<file path="src/rtl/pbt_pkg.sv">
package pbt_pkg;
    // Clock period in picoseconds (40 MHz)
    localparam int CLK_PS = 25000;
    // Protocol times in nanoseconds
    localparam int ARB_DELAY_NS = 2400;
    localparam int BUS_CLEAR_NS = 800;
    localparam int BUS_FREE_NS = 800;
    localparam int BUS_SET_NS = 1600;
    localparam int SETTLE_NS = 400;
    localparam int FREE_RELEASE_NS = 1200;
    localparam int DATA_RELEASE_NS = 400;
    localparam int QAS_ARB_NS = 1000;
    localparam int ATN_SETUP_NS = 90;
    localparam int FC_SETUP_NS = 49;
    localparam int FC_HOLD_NS = 39;
    localparam int PCRC_SETUP_NS = 49;
    localparam int PCRC_HOLD_NS = 39;
    // Long times in microseconds / milliseconds
    localparam int DISC_DELAY_US = 200;
    localparam int FILTER_MS = 100;
    // Minimum counts round up, maximum counts round down
    localparam int ARB_CYC = (ARB_DELAY_NS * 1000 + CLK_PS - 1) / CLK_PS;
    localparam int CLEAR_CYC = (BUS_CLEAR_NS * 1000) / CLK_PS;
    localparam int FREE_CYC = (BUS_FREE_NS * 1000 + CLK_PS - 1) / CLK_PS;
    localparam int SET_CYC = (BUS_SET_NS * 1000) / CLK_PS;
    localparam int SETTLE_CYC = (SETTLE_NS * 1000 + CLK_PS - 1) / CLK_PS;
    localparam int FREE_REL_CYC = (FREE_RELEASE_NS * 1000) / CLK_PS;
    localparam int DREL_CYC = (DATA_RELEASE_NS * 1000) / CLK_PS;
    localparam int QAS_CYC = (QAS_ARB_NS * 1000 + CLK_PS - 1) / CLK_PS;
    localparam int ATN_CYC = (ATN_SETUP_NS * 1000 + CLK_PS - 1) / CLK_PS;
    localparam int FCS_CYC = (FC_SETUP_NS * 1000 + CLK_PS - 1) / CLK_PS;
    localparam int FCH_CYC = (FC_HOLD_NS * 1000 + CLK_PS - 1) / CLK_PS;
    localparam int PCS_CYC = (PCRC_SETUP_NS * 1000 + CLK_PS - 1) / CLK_PS;
    localparam int PCH_CYC = (PCRC_HOLD_NS * 1000 + CLK_PS - 1) / CLK_PS;
    localparam int DISC_CYC_DEF = (DISC_DELAY_US * 1000000) / CLK_PS;
    localparam int FILTER_CYC_DEF = 4000000;
    // Counter width
    localparam int CW = 24;
    // Register offsets
    localparam logic [3:0] A_CTRL = 4'h0;
    localparam logic [3:0] A_STAT = 4'h1;
    localparam logic [3:0] A_CMD = 4'h2;
    // Control field positions
    localparam int C_ARB_EN = 0;
    localparam int C_QAS_EN = 1;
    localparam int C_PCRC_EN = 2;
    localparam int C_MODE_LO = 3;
    localparam int C_MODE_HI = 4;
    localparam int C_TGT = 5;
    localparam int C_ID_LO = 8;
    localparam int C_ID_HI = 10;
    // Command bits
    localparam int K_ATN = 0;
    localparam int K_LAST = 1;
    localparam int K_DISC = 2;
    localparam int K_PCRCA = 3;
    localparam int K_LQ = 4;
    localparam logic [15:0] CTRL_RST = 16'h0000;
    // Transfer modes
    localparam logic [1:0] M_DG = 2'h0;
    localparam logic [1:0] M_IU = 2'h1;
    localparam logic [1:0] M_PACED = 2'h2;
    // Arbiter states
    typedef enum logic [2:0] {
        S_IDLE, S_FREEWAIT, S_ARB, S_WON, S_LOST, S_DISC
    } pbt_state_t;
endpackage

</file>
<file path="src/rtl/pbt_core.sv">
// Decided for this implementation: the register addresses and strobed register access.
`timescale 1ns/1ps
module pbt_core
    import pbt_pkg::*;
#(
    parameter int DISC_CYC = DISC_CYC_DEF,
    parameter int FILTER_CYC = FILTER_CYC_DEF
) (
    input wire logic clk, // System clock
    input wire logic rst_b, // Async reset, active low
    input wire logic [3:0] addr, // Register address
    input wire logic [15:0] wdata, // Write data
    input wire logic wr, // Write strobe
    input wire logic rd, // Read strobe
    output logic [15:0] rdata, // Read data, next cycle
    input wire logic bsy_in, // Bus BSY level
    input wire logic sel_in, // Bus SEL level
    input wire logic rst_in, // Bus RST level
    input wire logic msg_in, // Bus MSG level
    input wire logic cd_in, // Bus C/D level
    input wire logic io_in, // Bus I/O level
    input wire logic [7:0] db_in, // Data lines
    input wire logic ack_in, // ACK level
    input wire logic req_in, // REQ level (own, sampled)
    input wire logic mode_ok, // Mode-sense in valid range
    input wire logic phase_act, // Bus phase active
    input wire logic ready_in, // Core ready for commands
    output logic bsy_oe, // Drive BSY
    output logic [7:0] db_oe, // Drive data lines
    output logic atn_oe, // Drive ATN
    output logic pcrca_oe, // Drive P_CRCA
    output logic req_ok, // REQ may be issued
    output logic won, // Arbitration won pulse
    output logic mode_valid, // Bus mode accepted
    output logic ready_out // Target may answer commands
);
    // Registers
    logic [15:0] ctrl_reg, ctrl_next; // Control
    logic [4:0] cmd_reg; // Pending command bits
    pbt_state_t st_reg, st_next; // Arbiter state
    logic [CW-1:0] cnt_reg; // Phase timer
    logic [CW-1:0] free_reg; // Bus-false run length
    logic [CW-1:0] filt_reg; // Mode filter counter
    logic [CW-1:0] disc_reg; // Disconnect hold-off
    logic [7:0] atn_age_reg; // Cycles since ATN drive
    logic [7:0] pc_age_reg; // Cycles since P_CRCA change
    logic [7:0] req_age_reg; // Cycles since REQ edge
    logic req_d_reg; // REQ delayed
    logic io_d_reg; // I/O delayed
    logic [7:0] drel_reg; // Data release countdown
    logic [2:0] id_q; // Own ID

    // Decode helper
    function automatic logic hit(input logic [3:0] a, input logic [3:0] b);
        return a == b;
    endfunction

    // Named decodes
    wire bus_false = !bsy_in && !sel_in;
    wire free_det = free_reg >= CW'(SETTLE_CYC);
    wire [1:0] mode = ctrl_reg[C_MODE_HI:C_MODE_LO];
    wire ctrl_wr = wr && hit(addr, A_CTRL) && !phase_act;
    wire lose = sel_in && (st_reg == S_ARB);
    wire qas_ok = ctrl_reg[C_QAS_EN] && !msg_in && !cd_in && !io_in;
    wire req_edge = req_in != req_d_reg;
    wire atn_ready = atn_age_reg >= 8'(ATN_CYC);
    wire pc_setup = pc_age_reg >= 8'(ctrl_reg[C_PCRC_EN] ? PCS_CYC : FCS_CYC);
    wire pc_hold = req_age_reg >= 8'(ctrl_reg[C_PCRC_EN] ? PCH_CYC : FCH_CYC);
    wire want_pc = cmd_reg[K_PCRCA] && cmd_reg[K_LAST] && !cmd_reg[K_LQ];
    wire pc_change = (want_pc != pcrca_oe) && pc_hold;
    // All modes gate the last word alike on ATN and LAST; ACK is not sampled
    wire gate_ack = (mode == M_PACED);
    wire last_gate = cmd_reg[K_ATN] && cmd_reg[K_LAST] && (gate_ack || mode != M_PACED);
    wire [7:0] id_bit = 8'h01 << id_q;

    // Next state of the arbiter
    always_comb begin
        st_next = st_reg;
        case (st_reg)
            S_IDLE: begin
                if (free_det && ctrl_reg[C_ARB_EN] && disc_reg == '0) begin
                    st_next = S_FREEWAIT;
                end
            end
            S_FREEWAIT: begin
                if (!bus_false) begin
                    st_next = S_IDLE;
                end else if (cnt_reg >= CW'(FREE_CYC - 1)) begin
                    st_next = S_ARB;
                end
            end
            S_ARB: begin
                if (lose || rst_in) begin
                    st_next = S_LOST;
                end else if (cnt_reg >= CW'(ARB_CYC) || (qas_ok && cnt_reg >= CW'(QAS_CYC))) begin
                    st_next = (db_in & ~id_bit) < id_bit ? S_WON : S_LOST;
                end
            end
            S_WON: begin
                if (rst_in) begin
                    st_next = S_IDLE;
                end else if (cmd_reg[K_DISC]) begin
                    st_next = S_DISC;
                end
            end
            S_LOST: begin
                if (cnt_reg >= CW'(SETTLE_CYC)) begin
                    st_next = S_IDLE;
                end
            end
            S_DISC: st_next = S_IDLE;
            default: st_next = S_IDLE;
        endcase
        if (rst_in) begin
            st_next = S_IDLE;
        end
    end

    // Control register next value
    always_comb begin
        ctrl_next = ctrl_reg;
        if (ctrl_wr) begin
            ctrl_next = wdata;
        end
    end

    // Arbiter state and timers
    always_ff @(posedge clk or negedge rst_b) begin
        if (!rst_b) begin
            st_reg <= S_IDLE;
            cnt_reg <= '0;
        end else begin
            st_reg <= st_next;
            cnt_reg <= (st_next != st_reg) ? '0 : cnt_reg + CW'(1);
        end
    end

    // Bus-false run length for free detection
    always_ff @(posedge clk or negedge rst_b) begin
        if (!rst_b) begin
            free_reg <= '0;
        end else if (!bus_false) begin
            free_reg <= '0;
        end else if (free_reg != {CW{1'b1}}) begin
            free_reg <= free_reg + CW'(1);
        end
    end

    // Disconnect hold-off timer
    always_ff @(posedge clk or negedge rst_b) begin
        if (!rst_b) begin
            disc_reg <= '0;
        end else if (st_reg == S_DISC) begin
            disc_reg <= CW'(DISC_CYC);
        end else if (disc_reg != '0) begin
            disc_reg <= disc_reg - CW'(1);
        end
    end

    // Mode-sense filter
    always_ff @(posedge clk or negedge rst_b) begin
        if (!rst_b) begin
            filt_reg <= '0;
            mode_valid <= 1'b0;
        end else begin
            filt_reg <= !mode_ok ? '0 : (mode_valid ? filt_reg : filt_reg + CW'(1));
            mode_valid <= mode_ok && filt_reg >= CW'(FILTER_CYC - 1);
        end
    end

    // Registers and command bits
    always_ff @(posedge clk or negedge rst_b) begin
        if (!rst_b) begin
            ctrl_reg <= CTRL_RST;
            cmd_reg <= '0;
            id_q <= '0;
        end else begin
            ctrl_reg <= ctrl_next;
            id_q <= ctrl_reg[C_ID_HI:C_ID_LO];
            if (wr && hit(addr, A_CMD)) begin
                cmd_reg <= wdata[4:0];
            end else if (st_reg == S_DISC) begin
                cmd_reg[K_DISC] <= 1'b0;
            end
        end
    end

    // Setup and hold age counters
    always_ff @(posedge clk or negedge rst_b) begin
        if (!rst_b) begin
            atn_age_reg <= '0;
            pc_age_reg <= '0;
            req_age_reg <= '0;
            req_d_reg <= 1'b0;
            io_d_reg <= 1'b0;
        end else begin
            req_d_reg <= req_in;
            io_d_reg <= io_in;
            atn_age_reg <= !atn_oe ? '0 : (atn_ready ? atn_age_reg : atn_age_reg + 8'h01);
            pc_age_reg <= pc_change ? '0 : (pc_age_reg == 8'hFF ? pc_age_reg : pc_age_reg + 8'h01);
            req_age_reg <= req_edge ? '0 : (req_age_reg == 8'hFF ? req_age_reg : req_age_reg + 8'h01);
        end
    end

    // Data release countdown after I/O rise
    always_ff @(posedge clk or negedge rst_b) begin
        if (!rst_b) begin
            drel_reg <= '0;
        end else if (io_in && !io_d_reg && !ctrl_reg[C_TGT]) begin
            drel_reg <= 8'(DREL_CYC);
        end else if (drel_reg != '0) begin
            drel_reg <= drel_reg - 8'h01;
        end
    end

    // Bus drive outputs
    always_ff @(posedge clk or negedge rst_b) begin
        if (!rst_b) begin
            bsy_oe <= 1'b0;
            db_oe <= '0;
            atn_oe <= 1'b0;
            pcrca_oe <= 1'b0;
            req_ok <= 1'b0;
            won <= 1'b0;
            ready_out <= 1'b0;
        end else begin
            // Arbitration drives BSY, and ID too unless an initiator sees I/O true; releases in one cycle
            bsy_oe <= (st_next == S_ARB) || (st_next == S_WON);
            db_oe <= (st_next == S_ARB && !(io_in && !ctrl_reg[C_TGT])) ? id_bit : 8'h00;
            atn_oe <= cmd_reg[K_ATN] && st_next != S_IDLE;
            if (pc_change) begin
                pcrca_oe <= want_pc;
            end
            // REQ allowed once P_CRCA setup is met, and ATN setup too on the last word (ATN and LAST set)
            req_ok <= pc_setup && (!last_gate || atn_ready);
            won <= (st_next == S_WON) && (st_reg == S_ARB);
            ready_out <= ready_in;
        end
    end

    // Register read port
    always_ff @(posedge clk or negedge rst_b) begin
        if (!rst_b) begin
            rdata <= '0;
        end else if (rd) begin
            rdata <= hit(addr, A_CTRL) ? ctrl_reg :
                     hit(addr, A_STAT) ? {9'h000, mode_valid, free_det, st_reg, ack_in, req_in} :
                     hit(addr, A_CMD) ? {11'h000, cmd_reg} : 16'h0000;
        end else begin
            rdata <= '0;
        end
    end

    // Checks

    // BSY dropped the cycle after RST
    chk_bsy_release: assert property (@(posedge clk) disable iff (!rst_b)
        rst_in |=> !bsy_oe) else $error("BSY held after RST");

    // BSY only after the free delay
    chk_free_wait: assert property (@(posedge clk) disable iff (!rst_b)
        $rose(bsy_oe) |-> free_reg >= CW'(FREE_CYC)) else $error("BSY too early");

    // No win before the shortest sampling delay
    chk_arb_sample: assert property (@(posedge clk) disable iff (!rst_b)
        won |-> $past(cnt_reg) >= CW'(QAS_CYC)) else $error("early win");

    // Mode accepted only after a full filter run
    chk_mode_filt: assert property (@(posedge clk) disable iff (!rst_b)
        $rose(mode_valid) |-> filt_reg >= CW'(FILTER_CYC - 1)) else $error("mode early");

    // Initiator lets go of the data lines on I/O
    chk_data_rel: assert property (@(posedge clk) disable iff (!rst_b)
        (io_in && !ctrl_reg[C_TGT]) |=> db_oe == 8'h00) else $error("data held");

    // No arbitration while the hold-off runs
    chk_disc_hold: assert property (@(posedge clk) disable iff (!rst_b)
        disc_reg != '0 |-> st_next != S_FREEWAIT || st_reg != S_IDLE) else $error("disc");

    // Losing to SEL keeps BSY released
    chk_lose_rel: assert property (@(posedge clk) disable iff (!rst_b)
        lose |=> !bsy_oe ##1 !bsy_oe) else $error("held after lose");

    // Free wait entered only on a settled bus
    chk_free_cnt: assert property (@(posedge clk) disable iff (!rst_b)
        st_reg == S_FREEWAIT |-> free_reg >= CW'(SETTLE_CYC)) else $error("not free");

    // Plain arbitration waits the full delay
    chk_arb_wait: assert property (@(posedge clk) disable iff (!rst_b)
        won && !ctrl_reg[C_QAS_EN] |-> $past(cnt_reg) >= CW'(ARB_CYC)) else $error("short arb");

    // RST sends the arbiter home
    chk_rst_idle: assert property (@(posedge clk) disable iff (!rst_b)
        rst_in |=> st_reg == S_IDLE) else $error("state after RST");

    // SEL from a rival ends arbitration
    chk_lose_state: assert property (@(posedge clk) disable iff (!rst_b)
        lose && !rst_in |=> st_reg == S_LOST) else $error("no loss on SEL");

    // BSY not driven while idle or waiting for free
    chk_idle_quiet: assert property (@(posedge clk) disable iff (!rst_b)
        (st_reg == S_IDLE || st_reg == S_FREEWAIT) |-> !bsy_oe) else $error("BSY idle");

    // BSY and own ID rise together
    chk_set_id: assert property (@(posedge clk) disable iff (!rst_b)
        st_reg == S_FREEWAIT && st_next == S_ARB && !io_in |=> bsy_oe && db_oe == id_bit)
        else $error("BSY without ID");

    // Lost arbitration waits a settle delay
    chk_lost_settle: assert property (@(posedge clk) disable iff (!rst_b)
        st_reg == S_LOST && st_next == S_IDLE && !rst_in |-> cnt_reg >= CW'(SETTLE_CYC))
        else $error("short settle");

    // REQ on the last word only after ATN setup
    chk_atn_gate: assert property (@(posedge clk) disable iff (!rst_b)
        req_ok && $past(last_gate) |-> $past(atn_ready)) else $error("ATN setup");

    // REQ only once P_CRCA setup is met
    chk_pc_req: assert property (@(posedge clk) disable iff (!rst_b)
        req_ok |-> $past(pc_setup)) else $error("P_CRCA setup");

    // P_CRCA moves only after REQ hold
    chk_pc_hold: assert property (@(posedge clk) disable iff (!rst_b)
        $changed(pcrca_oe) |-> $past(pc_hold)) else $error("P_CRCA hold");

    // Data lines stay off during release countdown
    chk_drel: assert property (@(posedge clk) disable iff (!rst_b)
        drel_reg != '0 |-> db_oe == 8'h00) else $error("data in release");

    // Control frozen across an active phase
    chk_ctrl_frozen: assert property (@(posedge clk) disable iff (!rst_b)
        phase_act |=> ctrl_reg == $past(ctrl_reg)) else $error("ctrl moved");

    // Readiness follows the core a cycle later
    chk_ready: assert property (@(posedge clk) disable iff (!rst_b)
        ready_out == $past(ready_in)) else $error("ready lag");

    // Win is a single-cycle pulse
    chk_won_pulse: assert property (@(posedge clk) disable iff (!rst_b)
        won |=> !won) else $error("won stuck");

    // Disconnect loads the full hold-off
    chk_disc_load: assert property (@(posedge clk) disable iff (!rst_b)
        st_reg == S_DISC |=> disc_reg == CW'(DISC_CYC)) else $error("disc load");

    // Phase timer restarts on every state change
    chk_cnt_clear: assert property (@(posedge clk) disable iff (!rst_b)
        st_reg != $past(st_reg) |-> cnt_reg == '0) else $error("timer kept");

    // Mode dropped as soon as sense leaves range
    chk_mode_drop: assert property (@(posedge clk) disable iff (!rst_b)
        !mode_ok |=> !mode_valid) else $error("mode kept");

    // Busy bus restarts the free run
    chk_free_reset: assert property (@(posedge clk) disable iff (!rst_b)
        !bus_false |=> free_reg == '0) else $error("free run kept");
endmodule

</file>
<file path="config.mk">
export PLATFORM = sky130hd
export DESIGN_NAME = pbt_core
export DESIGN_NICKNAME = d
export VERILOG_FILES = /design/src/rtl/pbt_pkg.sv /design/src/rtl/pbt_core.sv
export SDC_FILE = /design/constraint.sdc
export NUM_CORES = 1
export LEC_CHECK = 0
export ABC_AREA = 1
export BUFFER_PORTS_ARGS = -buffer_cell sky130_fd_sc_hd__buf_2
export CAP_MARGIN = 0
export CORE_ASPECT_RATIO = 1.75
export CORE_MARGIN = 10
export CORE_UTILIZATION = 35
export DETAILED_ROUTE_END_ITERATION = 7
export HOLD_SLACK_MARGIN = 0.12
export PLACE_DENSITY = 0.48
export SYNTH_ARGS = -nofsm -noshare
export SYNTH_HDL_FRONTEND = slang
export SYNTH_SLANG_ARGS = --single-unit
</file>
<file path="constraint.sdc">
create_clock -name clk -period 2.7 [get_ports clk]
set_input_delay 0.54 -clock clk [delete_from_list [all_inputs] [get_ports clk]]
set_output_delay 0.54 -clock clk [all_outputs]
set_load 0.02 [all_outputs]
</file>
Yosys cells after proc, flatten, opt, wreduce, memory -nomap -nowiden
Cells that the tools add are included.
- register bits: 179
- bits of input ports: 43
- output and inout bits: 31
- add/subtract/negate cells: 7
- magnitude comparators: 10
- eq/ne operators: 22
- shift operators: 1
- mux-type cells: 30
- bitwise gates (word level): 2
- reduce and logical (&&, ||, !) cells: 44
- operators with widths (operator ; number):
    2-to-1 mux 24 bit ; 7
    adder 24 x 1 -> 24 bit, second input constant ; 3
    greater-or-equal comparator 24 x 5 -> 1 bit, second input constant ; 3
    2-to-1 mux 8 bit ; 7
    2-to-1 mux 16 bit ; 2
    2-to-1 mux 3 bit ; 9
    adder 8 x 1 -> 8 bit, second input constant ; 3
    greater-or-equal comparator 24 x 22 -> 1 bit, second input constant ; 1
    greater-or-equal comparator 24 x 6 -> 1 bit, second input constant ; 1
    greater-or-equal comparator 24 x 7 -> 1 bit, second input constant ; 1
    zero test 24 bit ; 1
    != test 24 bit, second input constant ; 1
    nonzero test 24 bit ; 1
    subtractor 24 x 1 -> 24 bit, second input constant ; 1
    logical AND 1 bit ; 22
    equality test 8 bit, second input constant ; 2
    greater-or-equal comparator 8 x 2 -> 1 bit, second input constant ; 2
    one-hot mux 3 bit (5 select lines) ; 1
    equality test 3 x 2 -> 1 bit, second input constant ; 4
    zero test 1 bit ; 10
    != test 2 bit, second input constant ; 5
    AND 8 bit ; 1
    greater-or-equal comparator 8 x 3 -> 1 bit, second input constant ; 1
    less-than comparator 8 bit ; 1
    other kinds (18) ; 26

Longest topological paths before layout
Gate-level depths: netlist of run 1.
- word-level depth: 13
- depth in mapped cells: 17
- gate-level depth less buffers: 16

Worst setup path before layout of run 1
No wires, ideal clock.
- path type: register to register
- from: reg cnt_reg[0]
- to: reg cnt_reg[22]
- data arrival time: 1.837 ns
- required time: 2.632 ns
- setup slack: 0.796 ns
- cell stages (with the launch flop): 13
- path buffers: 0
- period minus slack after synthesis: 1.904 ns
- cell sequence: dfrtp_1 ha_1 nand3_2 nor2_2 nand4_1 nor2_1 inv_2 nor2_2 nand2_2 or2_1 xor2_1 clkinv_1 nor2_4
- word-level cells in the longest chain between the ends: 9
- elaborated cells on any way between the ends: 16
- those cells by class: add/sub (1); order compare (4); eq/ne (1); mux (8); reduce/logical (2)
- ends and longest elaborated chain (what ; RTL line ; text):
    from (decl) ; pbt_core.sv:41 ; logic [CW-1:0] cnt_reg;
    from (signal assigned) ; pbt_core.sv:134 ; cnt_reg <= (st_next != st_reg) ? '0 : cnt_reg + CW'(1);
    greater-or-equal comparator 24 x 6 -> 1 bit ; pbt_core.sv:95 ; end else if (cnt_reg >= CW'(ARB_CYC) || (qas_ok && cnt_reg >= CW'(QAS_CYC))) begin
    logical AND 1 bit ; pbt_core.sv:95 ;
    logical OR 1 bit ; pbt_core.sv:95 ;
    2-to-1 mux 3 bit ; pbt_core.sv:95 ;
    2-to-1 mux 3 bit ; pbt_core.sv:93 ; if (lose || rst_in) begin
    one-hot mux 3 bit (5 select lines) ; pbt_core.sv:79 ; case (st_reg)
    2-to-1 mux 3 bit ; pbt_core.sv:114 ; if (rst_in) begin
    != test 3 bit ; pbt_core.sv:134 ;
    2-to-1 mux 24 bit (*) ; pbt_core.sv:134 ;
Mark *: on every way between the ends. The rest lies on a longest branch, timed or not.
A chain may end at the register's enable or synchronous reset.

Worst setup path after layout of run 1
- from: reg free_reg[5]
- to: reg db_oe[0]
- word-level cells in the longest chain between the ends: 9
- ends and longest elaborated chain (what ; RTL line ; text):
    from (decl) ; pbt_core.sv:42 ; logic [CW-1:0] free_reg;
    from (signal assigned) ; pbt_core.sv:145 ; free_reg <= free_reg + CW'(1);
    greater-or-equal comparator 24 x 5 -> 1 bit ; pbt_core.sv:60 ; wire free_det = free_reg >= CW'(SETTLE_CYC);
    logical AND 1 bit (2 in a row) ; pbt_core.sv:81 ; if (free_det && ctrl_reg[C_ARB_EN] && disc_reg == '0) begin
    2-to-1 mux 3 bit ; pbt_core.sv:81 ;
    one-hot mux 3 bit (5 select lines) ; pbt_core.sv:79 ;
    2-to-1 mux 3 bit ; pbt_core.sv:114 ;
    equality test 3 x 2 -> 1 bit ; pbt_core.sv:229 ; db_oe <= (st_next == S_ARB && !(io_in && !ctrl_reg[C_TGT])) ? id_bit : 8'h00;
    logical AND 1 bit ; pbt_core.sv:229 ;
    2-to-1 mux 8 bit ; pbt_core.sv:229 ;
    to (signal assigned) ; pbt_core.sv:229 ;
    to (decl) ; pbt_core.sv:29 ; output logic [7:0] db_oe,
No other way between the ends.

==> results of run 1 <==
-- layout by cell type (no fill, tap or decap), types with 3 or more instances in the layout --
master / synthesis / layout
buf_12: 2 / 3
buf_4: 0 / 14
inv_8: 0 / 3
nor3_2: 6 / 6
nor2_2: 12 / 12
nand2_2: 14 / 14
nor2_1: 152 / 152
inv_1: 160 / 160
o21ai_0: 67 / 67
nand4_1: 18 / 18
clkinvlp_4: 0 / 4
dfrtp_1: 179 / 179
buf_2: 2 / 71
nor3_1: 33 / 33
a31oi_1: 15 / 15
inv_2: 7 / 7
nand2_1: 182 / 182
a21oi_1: 57 / 57
o22ai_1: 4 / 4
nor4_1: 18 / 18
nand3_1: 61 / 61
xor2_1: 25 / 25
a211oi_1: 7 / 7
ha_1: 12 / 12
inv_6: 0 / 3
nand3_2: 3 / 3
nor2_4: 24 / 24
o21ai_1: 3 / 3
o21a_1: 3 / 3
nand2_4: 3 / 3
clkbuf_16: 0 / 17
-- worst max-delay path by stage --
| stage | from | end | slack, ns | depth (start not counted) |
|---|---|---|---|---|
| final | free_reg[5]$_DFFE_PN0P_ | db_oe[0]$_DFF_PN0_ | 0.42 | 13 |
| after global routing | free_reg[0]$_DFFE_PN0P_ | free_reg[15]$_DFFE_PN0P_ | 0.21 | 12 |
| after CTS | free_reg[5]$_DFFE_PN0P_ | db_oe[0]$_DFF_PN0_ | 0.40 | 13 |
| after detailed placement | db_in[7] | db_oe[6]$_DFF_PN0_ | 0.32 | 14 |
| after global placement | db_in[7] | db_oe[0]$_DFF_PN0_ | 0.34 | 14 |
| after floorplan | cnt_reg[0]$_DFF_PN0_ | cnt_reg[22]$_DFF_PN0_ | 0.80 | 12 |
-- synthesized netlist by cell type, types with 2 or more instances --
| master | count |
|---|---|
| inv_2 | 7 |
| o211a_1 | 2 |
| nor3b_1 | 2 |
| o21ai_1 | 3 |
| o21a_1 | 3 |
| nand3b_1 | 2 |
| nand4_1 | 18 |
| nor2_4 | 24 |
| clkbuf_1 | 8 |
| mux2_2 | 2 |
| nand2_4 | 3 |
| buf_2 | 2 |
| nor3_1 | 33 |
| nand3_2 | 3 |
| a31oi_1 | 15 |
| a21oi_1 | 57 |
| xor2_1 | 25 |
| clkinv_1 | 2 |
| nand3_1 | 61 |
| nand2_2 | 14 |
| nor4_1 | 18 |
| nand2_1 | 182 |
| nor2_2 | 12 |
| inv_1 | 160 |
| ha_1 | 12 |
| nor3_2 | 6 |
| dfrtp_1 | 179 |
| o21ai_0 | 67 |
| buf_12 | 2 |
| a22oi_1 | 2 |
| o22ai_1 | 4 |
| xnor2_1 | 2 |
| a211oi_1 | 7 |
| or2_2 | 2 |
| nor2_1 | 152 |
-- routing by layer --
metal	GRT usage	vias up
met1	0.150	3601
met4	0.0564	0
met5	0	-
li1	-	3786
met2	0.270	106
met3	0.0321	32
-- logic make-up (layout without fill, tap and decap cells) --
kind of cell / Yosys count / count (layout) / synth area share
buffers and inverters: 182 / 291 / 0.0787
AOI/OAI and AO/OA: 168 / 168 / 0.102
xor gates and xnor gates: 27 / 27 / 0.0259
DFF: 179 / 179 / 0.491
muxes: 2 / 2 / 0.00247
adders and majority gates: 12 / 12 / 0.0165
and+or+nand+nor: 536 / 536 / 0.283
-- cell type report --
type,instances,share of cell area
Clock inverter,15,0.0140
Tap cell,320,0.0379
Multi-Input combinational cell,745,0.372
Clock buffer,17,0.0403
Inverter,169,0.0601
Sequential cell,179,0.424
Timing Repair Buffer,90,0.0516
-- metrics by stage --
step,std cells,power (mW)
finish,1535,6.87
global route,1535,7.29
floorplan,1106,4.08
CTS,1535,6.98
detailed placement,1502,4.46
global placement,1502,4.44
-- power by group through the flow --
stage / clock [mW] / sequential [mW] / combinational, mW
after global placement: 0 / 3.28 / 1.16
final: 2.48 / 3.23 / 1.16
after global routing: 2.68 / 3.27 / 1.34
after floorplan: 0 / 3.22 / 0.861
after detailed placement: 0 / 3.28 / 1.18
after CTS: 2.57 / 3.23 / 1.19
==> impl_metrics.yaml, run 1 <==
worst_setup_path:
  end_kind: "flop"
  startpoint_type: "flop"
  path_cells: "inv_1 > nand2_1 > nor3_1 > nand3_1 > nand2_1 > inv_1 > nand2_1 > nand3_2 > nand2_2 > o21ai_0 > nor2_1 > nand2_1 > nor2_1"
  worstPathBufferInverterCount: 2
  r2r-start: "free_reg[5]$_DFFE_PN0P_"
  critPathTopFamily: "simple AND/OR/NAND/NOR gates"
  cp_max_fo: 4
  r2r_cells: 13
  cp.arrival_ns: 2.66
  path_class: "flop to flop"
  timing.rr.end: "db_oe[0]$_DFF_PN0_"
  rrSetupSlack_ns: 0.42
  cp_slowest_cell: "dfrtp_1"
  cpMostUsedCell: "nand2_1"
  cp_slowest_stage_delay_ns: 0.41
  required_ns: 3.08
routing:
  routed_wl_um: 22900
  drc: 0
  first_iter_violations: 297
  vias: 7525
  viasPerCell: 4.90
  wl_met3_um: 721
  routed.top_layer: "met4"
  wl_per_cell_um: 14.9
  drt-met1-wl_um: 9110
  drtAntennaViolNets: 0
  drt_first_pass_iters: 4
  dr_wl_met2_um: 12600
logic_synthesis:
  synthFlopType: "dfrtp_1"
  yosys.area.top_type_share: 0.491
  ys_seq_area_frac: 0.491
  avgSynthCellArea_um2: 8.25
  synth_area_um2: 9120
  ys_top_cells_by_area: "dfrtp_1 49%, nand2_1 7.5%, inv_1 6.6%, nor2_1 6.3%, o21ai_0 3.7%"
  yosys_warnings: 0
  synth_cells: 1106
  synth_edf_count: 0
  synthArstFlopShare: 1.00
  ys_types: 48
  ys_ff_latch: 179
  syn_nets: 1161
  synth.largest_area_cell: "dfrtp_1"
sta:
  clock_skew_ns: 0.0101
  slew_viol_final: 0
  worst_slack_ns: 0.420
  tns_ns: 0
  hold_ws_ns: 0.185
  finalCritPeriodShare: 0.845
  max-slew-margin-rel: 0.580
  tightest_slew_ns: 0.624
  hold_viol: 0
  max_freq_mhz: 439
  final-setup-viol-count: 0
  rsz0062_at_grt: "false"
  period_minus_slack_ns: 2.28
global_route:
  grt_overflow: 0
  grt.total_usage: 0.144
  grt_pass1_vias: 7736
  antenna_found_initial: 0
  grt_max_degree: 50
  grt_pass1_wl_um: 38200
cts:
  cts-resized-gates: 0
  clock-root-buffer: "clkbuf_16"
  clock-sinks: 179
  post_cts_buffers: 0
  cts.clk_slew.worst_paths_ns: 0.07
  cts_hold_buf: 1
  cts_tree: "done"
  clock_latency_ns: 0.46
  cts-buffers-inserted: 17
  htree_levels: 4
  clk_path_buf_depth: 2
finish:
  multi_input_area_um2: 3930
  postLayoutCoreUtil: 0.408
  num-fill-cells: 2665
  area_growth_pct: 15.7
  nets: 1257
  postLayoutCellArea_um2: 10600
  diodes: 0
  seq_area_um2: 4480
  drive_gt1_frac: 0.162
pwr:
  p_switching_mw: 2.15
  power_frac_comb: 0.169
  power_density_nw_per_um2: 650
  p_seq_frac: 0.470
  max-vdd-ir-drop_v: 0.000449
  leakage_nw: 5.06
  p_sw_frac: 0.313
  power.internal_mw: 4.71
  clkPwrFrac: 0.361
die:
  ios: 74
  fp.dieH_um: 234
  dieWidth_um: 142
  start_util: 0.353
  core_area_um2: 25900
  dieArea_um2: 33200
  num_rows: 78
placement:
  hpwlAfterDp_um: 17400
  gp_congestion: 0.845
  placed_area_um2: 9970
  dp_slack_ns: 0.319
  portBuffers: 72
worst_hold_path:
  whs_endpoint: "ready_out$_DFF_PN0_"
  min_path_type: "input port to flop"
  holdPathStages: 1
  min-delay-start: "ready_in"
status:
  outcome: "finished clean"
job:
  cap_violations: 0
Power figures use the tool's default switching activity.
==> inputs of run 2 (changes only) <==
ABC_AREA = 0   (was 1)
PLACE_DENSITY = 0.5   (was 0.48)
clock period = 1.87 ns   (was 2.7 ns; I/O delays follow)
==> run 2 against run 1 <==
- clock power grew 60%
- cell area grew 15%
- synthesized cell count shrank 25%
- combinational power grew to 2.7 times the previous value
- worst setup slack lost 0.85 ns
- the run now ends with negative setup slack left
- via count shrank 4.9%
- die area shrank 4.8%
- critical path depth shrank 6
- global-route usage grew 0.68 points
==> impl_metrics.yaml, run 2 <==
status:
  outcome: "finished, violations left"
  violations: "negative setup slack"
placement:
  placed_area_um2: 10800
  hpwlAfterDp_um: 17000
  portBuffers: 72
  gp_congestion: 0.796
pwr:
  max-vdd-ir-drop_v: 0.000628
  leakage_nw: 5.60
  p_total_mw: 12.0
  power_density_nw_per_um2: 985
worst_setup_path:
  end_kind: "flop"
  critPathTopFamily: "simple AND/OR/NAND/NOR gates"
  cp_slowest_stage_delay_ns: 0.60
  worstPathBufferInverterCount: 1
  cp.arrival_ns: 2.62
  startpoint_type: "flop"
  cp_slowest_cell: "or4_4"
  path_cells: "nor4_2 > buf_4 > nand2_2 > or4_4 > nand4bb_4 > nand3b_4 > o41a_1"
  path_class: "flop to flop"
  required_ns: 2.20
  cp_max_fo: 3
routing:
  viasPerCell: 5.06
  drc: 0
  drtAntennaViolNets: 0
  routed_wl_um: 23100
  wl_per_cell_um: 16.3
  first_iter_violations: 274
  vias: 7159
  drt_first_pass_iters: 4
job:
  cap_violations: 0
global_route:
  grt.total_usage: 0.151
  antenna_found_initial: 0
  grt_overflow: 0
  grt_pass1_wl_um: 38800
  grt_pass1_vias: 7830
  grt_max_degree: 51
sta:
  period_minus_slack_ns: 2.30
  hold_viol: 0
  clock_skew_ns: 0.0101
  slew_viol_final: 0
  tns_ns: -19.74
  final-setup-viol-count: 64
  worst_slack_ns: -0.426
  max_freq_mhz: 436
  rsz0062_at_grt: "true"
  max-slew-margin-rel: 0.599
  hold_ws_ns: 0.160
  finalCritPeriodShare: 1.23
  tightest_slew_ns: 0.587
finish:
  num-fill-cells: 2282
  diodes: 0
  drive_gt1_frac: 0.376
  postLayoutCellArea_um2: 12100
  nets: 1147
  area_growth_pct: 40.7
  seq_area_um2: 4480
  postLayoutCoreUtil: 0.497
  final_common_cell: "dfrtp_1"
  final_cell_mix: "179 x dfrtp_1, 173 x buf_4, 77 x nor2_1, 71 x buf_2, 45 x xnor2_1"
  multi_input_area_um2: 4570
logic_synthesis:
  syn_nets: 886
  ys_seq_area_frac: 0.519
  ys_ff_latch: 179
  yosys.area_share.simple: 0.257
  yosys.area.top_type_share: 0.519
  synth_cells: 831
  synth_mux_area_frac: 0.0355
  synthAdderAreaFrac: 0.0174
  synthArstFlopShare: 1.00
  synth_top_family_by_area: "simple AND/OR/NAND/NOR gates"
  avgSynthCellArea_um2: 10.4
  yosys_warnings: 0
  ys_types: 58
  synthXorXnorAreaFrac: 0.0853
  synth.largest_area_cell: "dfrtp_1"
  synth_edf_count: 0
  ys_top_cells_by_area: "dfrtp_1 52%, xnor2_1 5.0%, nor4_1 3.8%, xor2_1 3.6%, nor2_1 3.4%"
  synthFlopType: "dfrtp_1"
  synth.most_common_cell: "dfrtp_1"
  synth_common_cells: "179 x dfrtp_1, 79 x nor2_1, 52 x nor4_1"
  synth_area_um2: 8630
  synth_compound_area_frac: 0.0621
cts:
  htree_levels: 4
  clock-root-buffer: "clkbuf_16"
  cts_tree: "done"
  cts-buffers-inserted: 17
  clock_latency_ns: 0.45
  cts.clk_slew.worst_paths_ns: 0.07
  clock-sinks: 179
  clk_path_buf_depth: 2
worst_hold_path:
  min_path_type: "input port to flop"
die:
  ios: 74
  core_area_um2: 24400
  fp.dieH_um: 228
  dieArea_um2: 31600
  dieWidth_um: 139
  num_rows: 76
  start_util: 0.353
run 2: cell types whose count changed after synthesis, sizes merged, moves of 19 or more:
cell / delta
nand2: -150
inv: -142
nor2: -109
o21ai: -50
xnor2: +47
nor4: +36
a21oi: -34
and2: +33
and3: +23
nand3: -22
mux2: +19
run 2: per-layer routing:
metal  routed length [µm]  part of all wire  GRT usage
met4                  568             0.025     0.0605
met1                 9000              0.39      0.154
met5                    0                 0          0
met3                  890             0.038     0.0418
met2                12700              0.55      0.285
run 2: worst register-to-register path, stage by stage, from the launching register on:
cell	delay (ns)
dfrtp_1	0.38
nor4_2	0.28
buf_4	0.18
nand2_2	0.06
or4_4	0.60
nand4bb_4	0.18
nand3b_4	0.12
o41a_1	0.37
run 2: metrics by stage:
step / std cells / setup WS (ns)
global route: 1416 / -0.524
CTS: 1408 / -0.420
floorplan: 831 / -0.567
detailed placement: 1365 / -0.493
finish: 1416 / -0.426
global placement: 1365 / -0.467
run 2: logic make-up after synthesis:
| group | count (synthesis) |
|---|---|
| simple gates | 399 |
| xor+xnor | 84 |
| buf+inv | 49 |
| compound gates | 80 |
| fa+ha+maj | 12 |
| mux | 28 |
| flops | 179 |
run 2: layout make-up:
| cell class | count | area share |
|---|---|---|
| tap | 312 | 0.0322 |
| inverter | 25 | 0.00835 |
| clock inverter | 9 | 0.0146 |
| multi-input combinational | 603 | 0.377 |
| timing repair buffer | 266 | 0.161 |
| sequential | 179 | 0.369 |
| clock buffer | 22 | 0.0383 |
run 2: path summary, 6_finish.rpt:
| path | cells past startpoint | from | slack [ns] | endpoint |
|---|---|---|---|---|
| hold reg to reg | 0 | ctrl_reg[9]$_DFFE_PN0P_ | 0.39 | id_q[1]$_DFF_PN0_ |
| max in group asynchronous | 3 | rst_b | 0.82 | disc_reg[12]$_DFFE_PN0P_ |
| hold / removal | 2 | wdata[11] | 0.16 | ctrl_reg[11]$_DFFE_PN0P_ |
| min in group asynchronous | 2 | rst_b | 0.43 | free_reg[10]$_DFFE_PN0P_ |
| setup reg to reg | 7 | cnt_reg[12]$_DFF_PN0_ | -0.43 | atn_oe$_DFF_PN0_ |
| setup / recovery | 7 | cnt_reg[12]$_DFF_PN0_ | -0.43 | atn_oe$_DFF_PN0_ |
run 2: report_power, final:
part / internal [mW] / switching, mW
combinational: 1.59 / 1.55
clock: 2.43 / 1.53
sequential: 4.41 / 0.450
total: 8.43 / 3.52
run 2: timing repair:
item / in CTS / in global routing
pin swaps: 25 / 32
hold endpoints to repair: 35 / 0
gates cloned: 0 / 1
gates resized for setup: 64 / 52
hold buffers: 3 / 0
setup buffers: 9 / 8
endpoints found under the setup margin: 76 / 86
==> inputs of run 3 (changes only) <==
REMOVE_ABC_BUFFERS = 1   (was default)
==> run 3 against run 2 <==
- the run still ends with negative setup slack left
- maximum frequency is 4.2% lower
- non-clock buffer count grew 4
- global-route usage down 0.18 points
- cell count is 0.42% higher
- die area unchanged
- critical path depth up 1
- power shrank 3.5%
- sequential share of layout area is 0.17 points higher
- clock power decreased by 10%
- first-iteration DRC count decreased by 7.3%
- core utilization shrank 0.23 points
- clock-buffer cell count is the same
- critical path type unchanged
- critical endpoint is now cnt_reg[16]$_DFF_PN0_
- largest cell class unchanged
==> impl_metrics.yaml, run 3 (synthesized netlist as in run 2, its figures left out) <==
worst_setup_path:
  timing.rr.end: "cnt_reg[16]$_DFF_PN0_"
  rrSetupSlack_ns: -0.53
  cp_max_fo: 24
  crit_path_start: "disc_reg[3]$_DFFE_PN0P_"
  endpoint: "cnt_reg[16]$_DFF_PN0_"
  end_kind: "flop"
  required_ns: 2.20
  r2r_cells: 8
  startpoint_type: "flop"
  path_class: "flop to flop"
  r2r-start: "disc_reg[3]$_DFFE_PN0P_"
  cp.arrival_ns: 2.73
finish:
  final_common_cell: "dfrtp_1"
  nets: 1153
  diodes: 0
  drive_gt1_frac: 0.369
  final_cell_mix: "179 x dfrtp_1, 170 x buf_4, 78 x nor2_1, 71 x buf_2, 48 x xnor2_1"
  num-fill-cells: 2283
  postLayoutCoreUtil: 0.494
  area_growth_pct: 40.0
  final_cells: 1422
global_route:
  antenna_found_initial: 0
  grt_pass1_vias: 7691
  grt_max_degree: 52
  grt_pass1_wl_um: 38400
  grt_overflow: 0
  grt.total_usage: 0.149
routing:
  vias: 7235
  viasPerCell: 5.09
  routed_wl_um: 23600
  wl_per_cell_um: 16.6
  drtAntennaViolNets: 0
  drc: 0
  drt_first_pass_iters: 5
  first_iter_violations: 254
sta:
  tns_ns: -24.78
  max-slew-margin-rel: 0.602
  finalCritPeriodShare: 1.28
  period_minus_slack_ns: 2.40
  hold_viol: 0
  slew_viol_final: 0
  final-setup-viol-count: 61
  worst_slack_ns: -0.526
  max_freq_mhz: 417
  rsz0062_at_grt: "true"
  tightest_slew_ns: 0.582
  clock_skew_ns: 0.00781
cts:
  cts_tree: "done"
  clk_path_buf_depth: 2
  clock-root-buffer: "clkbuf_16"
  cts-buffers-inserted: 17
  clock-sinks: 179
  clock_latency_ns: 0.45
  cts.clk_slew.worst_paths_ns: 0.07
  htree_levels: 4
die:
  start_util: 0.353
  ios: 74
  num_rows: 76
  core_area_um2: 24400
  fp.dieH_um: 228
  dieArea_um2: 31600
  dieWidth_um: 139
pwr:
  max-vdd-ir-drop_v: 0.000536
  power_density_nw_per_um2: 956
  leakage_nw: 5.59
placement:
  gp_congestion: 0.800
  portBuffers: 72
  dp.cells: 1364
  hpwlAfterDp_um: 16800
worst_hold_path:
  min_path_type: "input port to flop"
status:
  violations: "negative setup slack"
  outcome: "finished, violations left"
job:
  cap_violations: 0
## run 3: worst max-delay path, cell delays in order, from the launching register on
cell,delay [ns]
dfrtp_1,0.38
or4_4,0.56
nor4_4,0.26
buf_4,0.18
nand4_4,0.13
o31a_1,0.31
o32ai_4,0.15
buf_12,0.22
nor4_1,0.07
## run 3: routing by layer
layer	up-vias	GRT usage	part of all wire
li1	3502	-	-
met1	3575	0.161	0.40
met2	120	0.274	0.53
met3	38	0.0389	0.043
met4	0	0.0571	0.021
met5	-	0	0
## run 3: layout make-up
| cell class | instances | area [µm²] | share of cell area |
|---|---|---|---|
| repair inverters | 2 | 27.5 | 0.00228 |
| well taps | 312 | 390 | 0.0323 |
| clock buffers | 22 | 454 | 0.0376 |
| multi-input cells | 603 | 4490 | 0.372 |
| flip-flops and latches | 179 | 4480 | 0.371 |
| inverters | 25 | 106 | 0.00880 |
| repair buffers | 270 | 2020 | 0.167 |
| clock inverters | 9 | 106 | 0.00880 |
## run 3: worst min-delay path by stage
stage	startpoint	slack, ns	endpoint	depth (start not counted)
floorplan	rst_b	0.08	atn_age_reg[0]$_DFFE_PN0P_	0
finish	wdata[11]	0.15	ctrl_reg[11]$_DFFE_PN0P_	2
CTS	wdata[11]	0.13	ctrl_reg[11]$_DFFE_PN0P_	2
detailed placement	rst_b	0.34	free_reg[1]$_DFFE_PN0P_	1
global route	wdata[11]	0.15	ctrl_reg[11]$_DFFE_PN0P_	2
global placement	rst_b	0.34	free_reg[1]$_DFFE_PN0P_	1
## run 3: repair_timing
item | in CTS | in global routing
pin swaps | 38 | 37
gates resized for setup | 79 | 63
endpoints found under the hold margin | 40 | 0
setup endpoints to repair | 75 | 101
hold buffers | 3 | 0
setup buffers | 11 | 19
cloned | 2 | 2
## run 3: power breakdown
part	switching [mW]	internal, mW	total (mW)
registers	0.450	4.41	4.85
logic	1.55	1.59	3.14
clock network	1.55	1.99	3.55
## run 3: stage by stage
stage               hold slack (ns)  instance area [µm²]  worst slack (ns)  total power, mW
global placement              0.336                10700            -0.594             7.56
detailed placement            0.343                10700            -0.704             7.61
floorplan                    0.0784                 8520             -1.28             6.19
CTS                           0.134                11700            -0.511             11.6
global route                  0.148                12100            -0.633             12.2
finish                        0.155                12100            -0.526             11.5
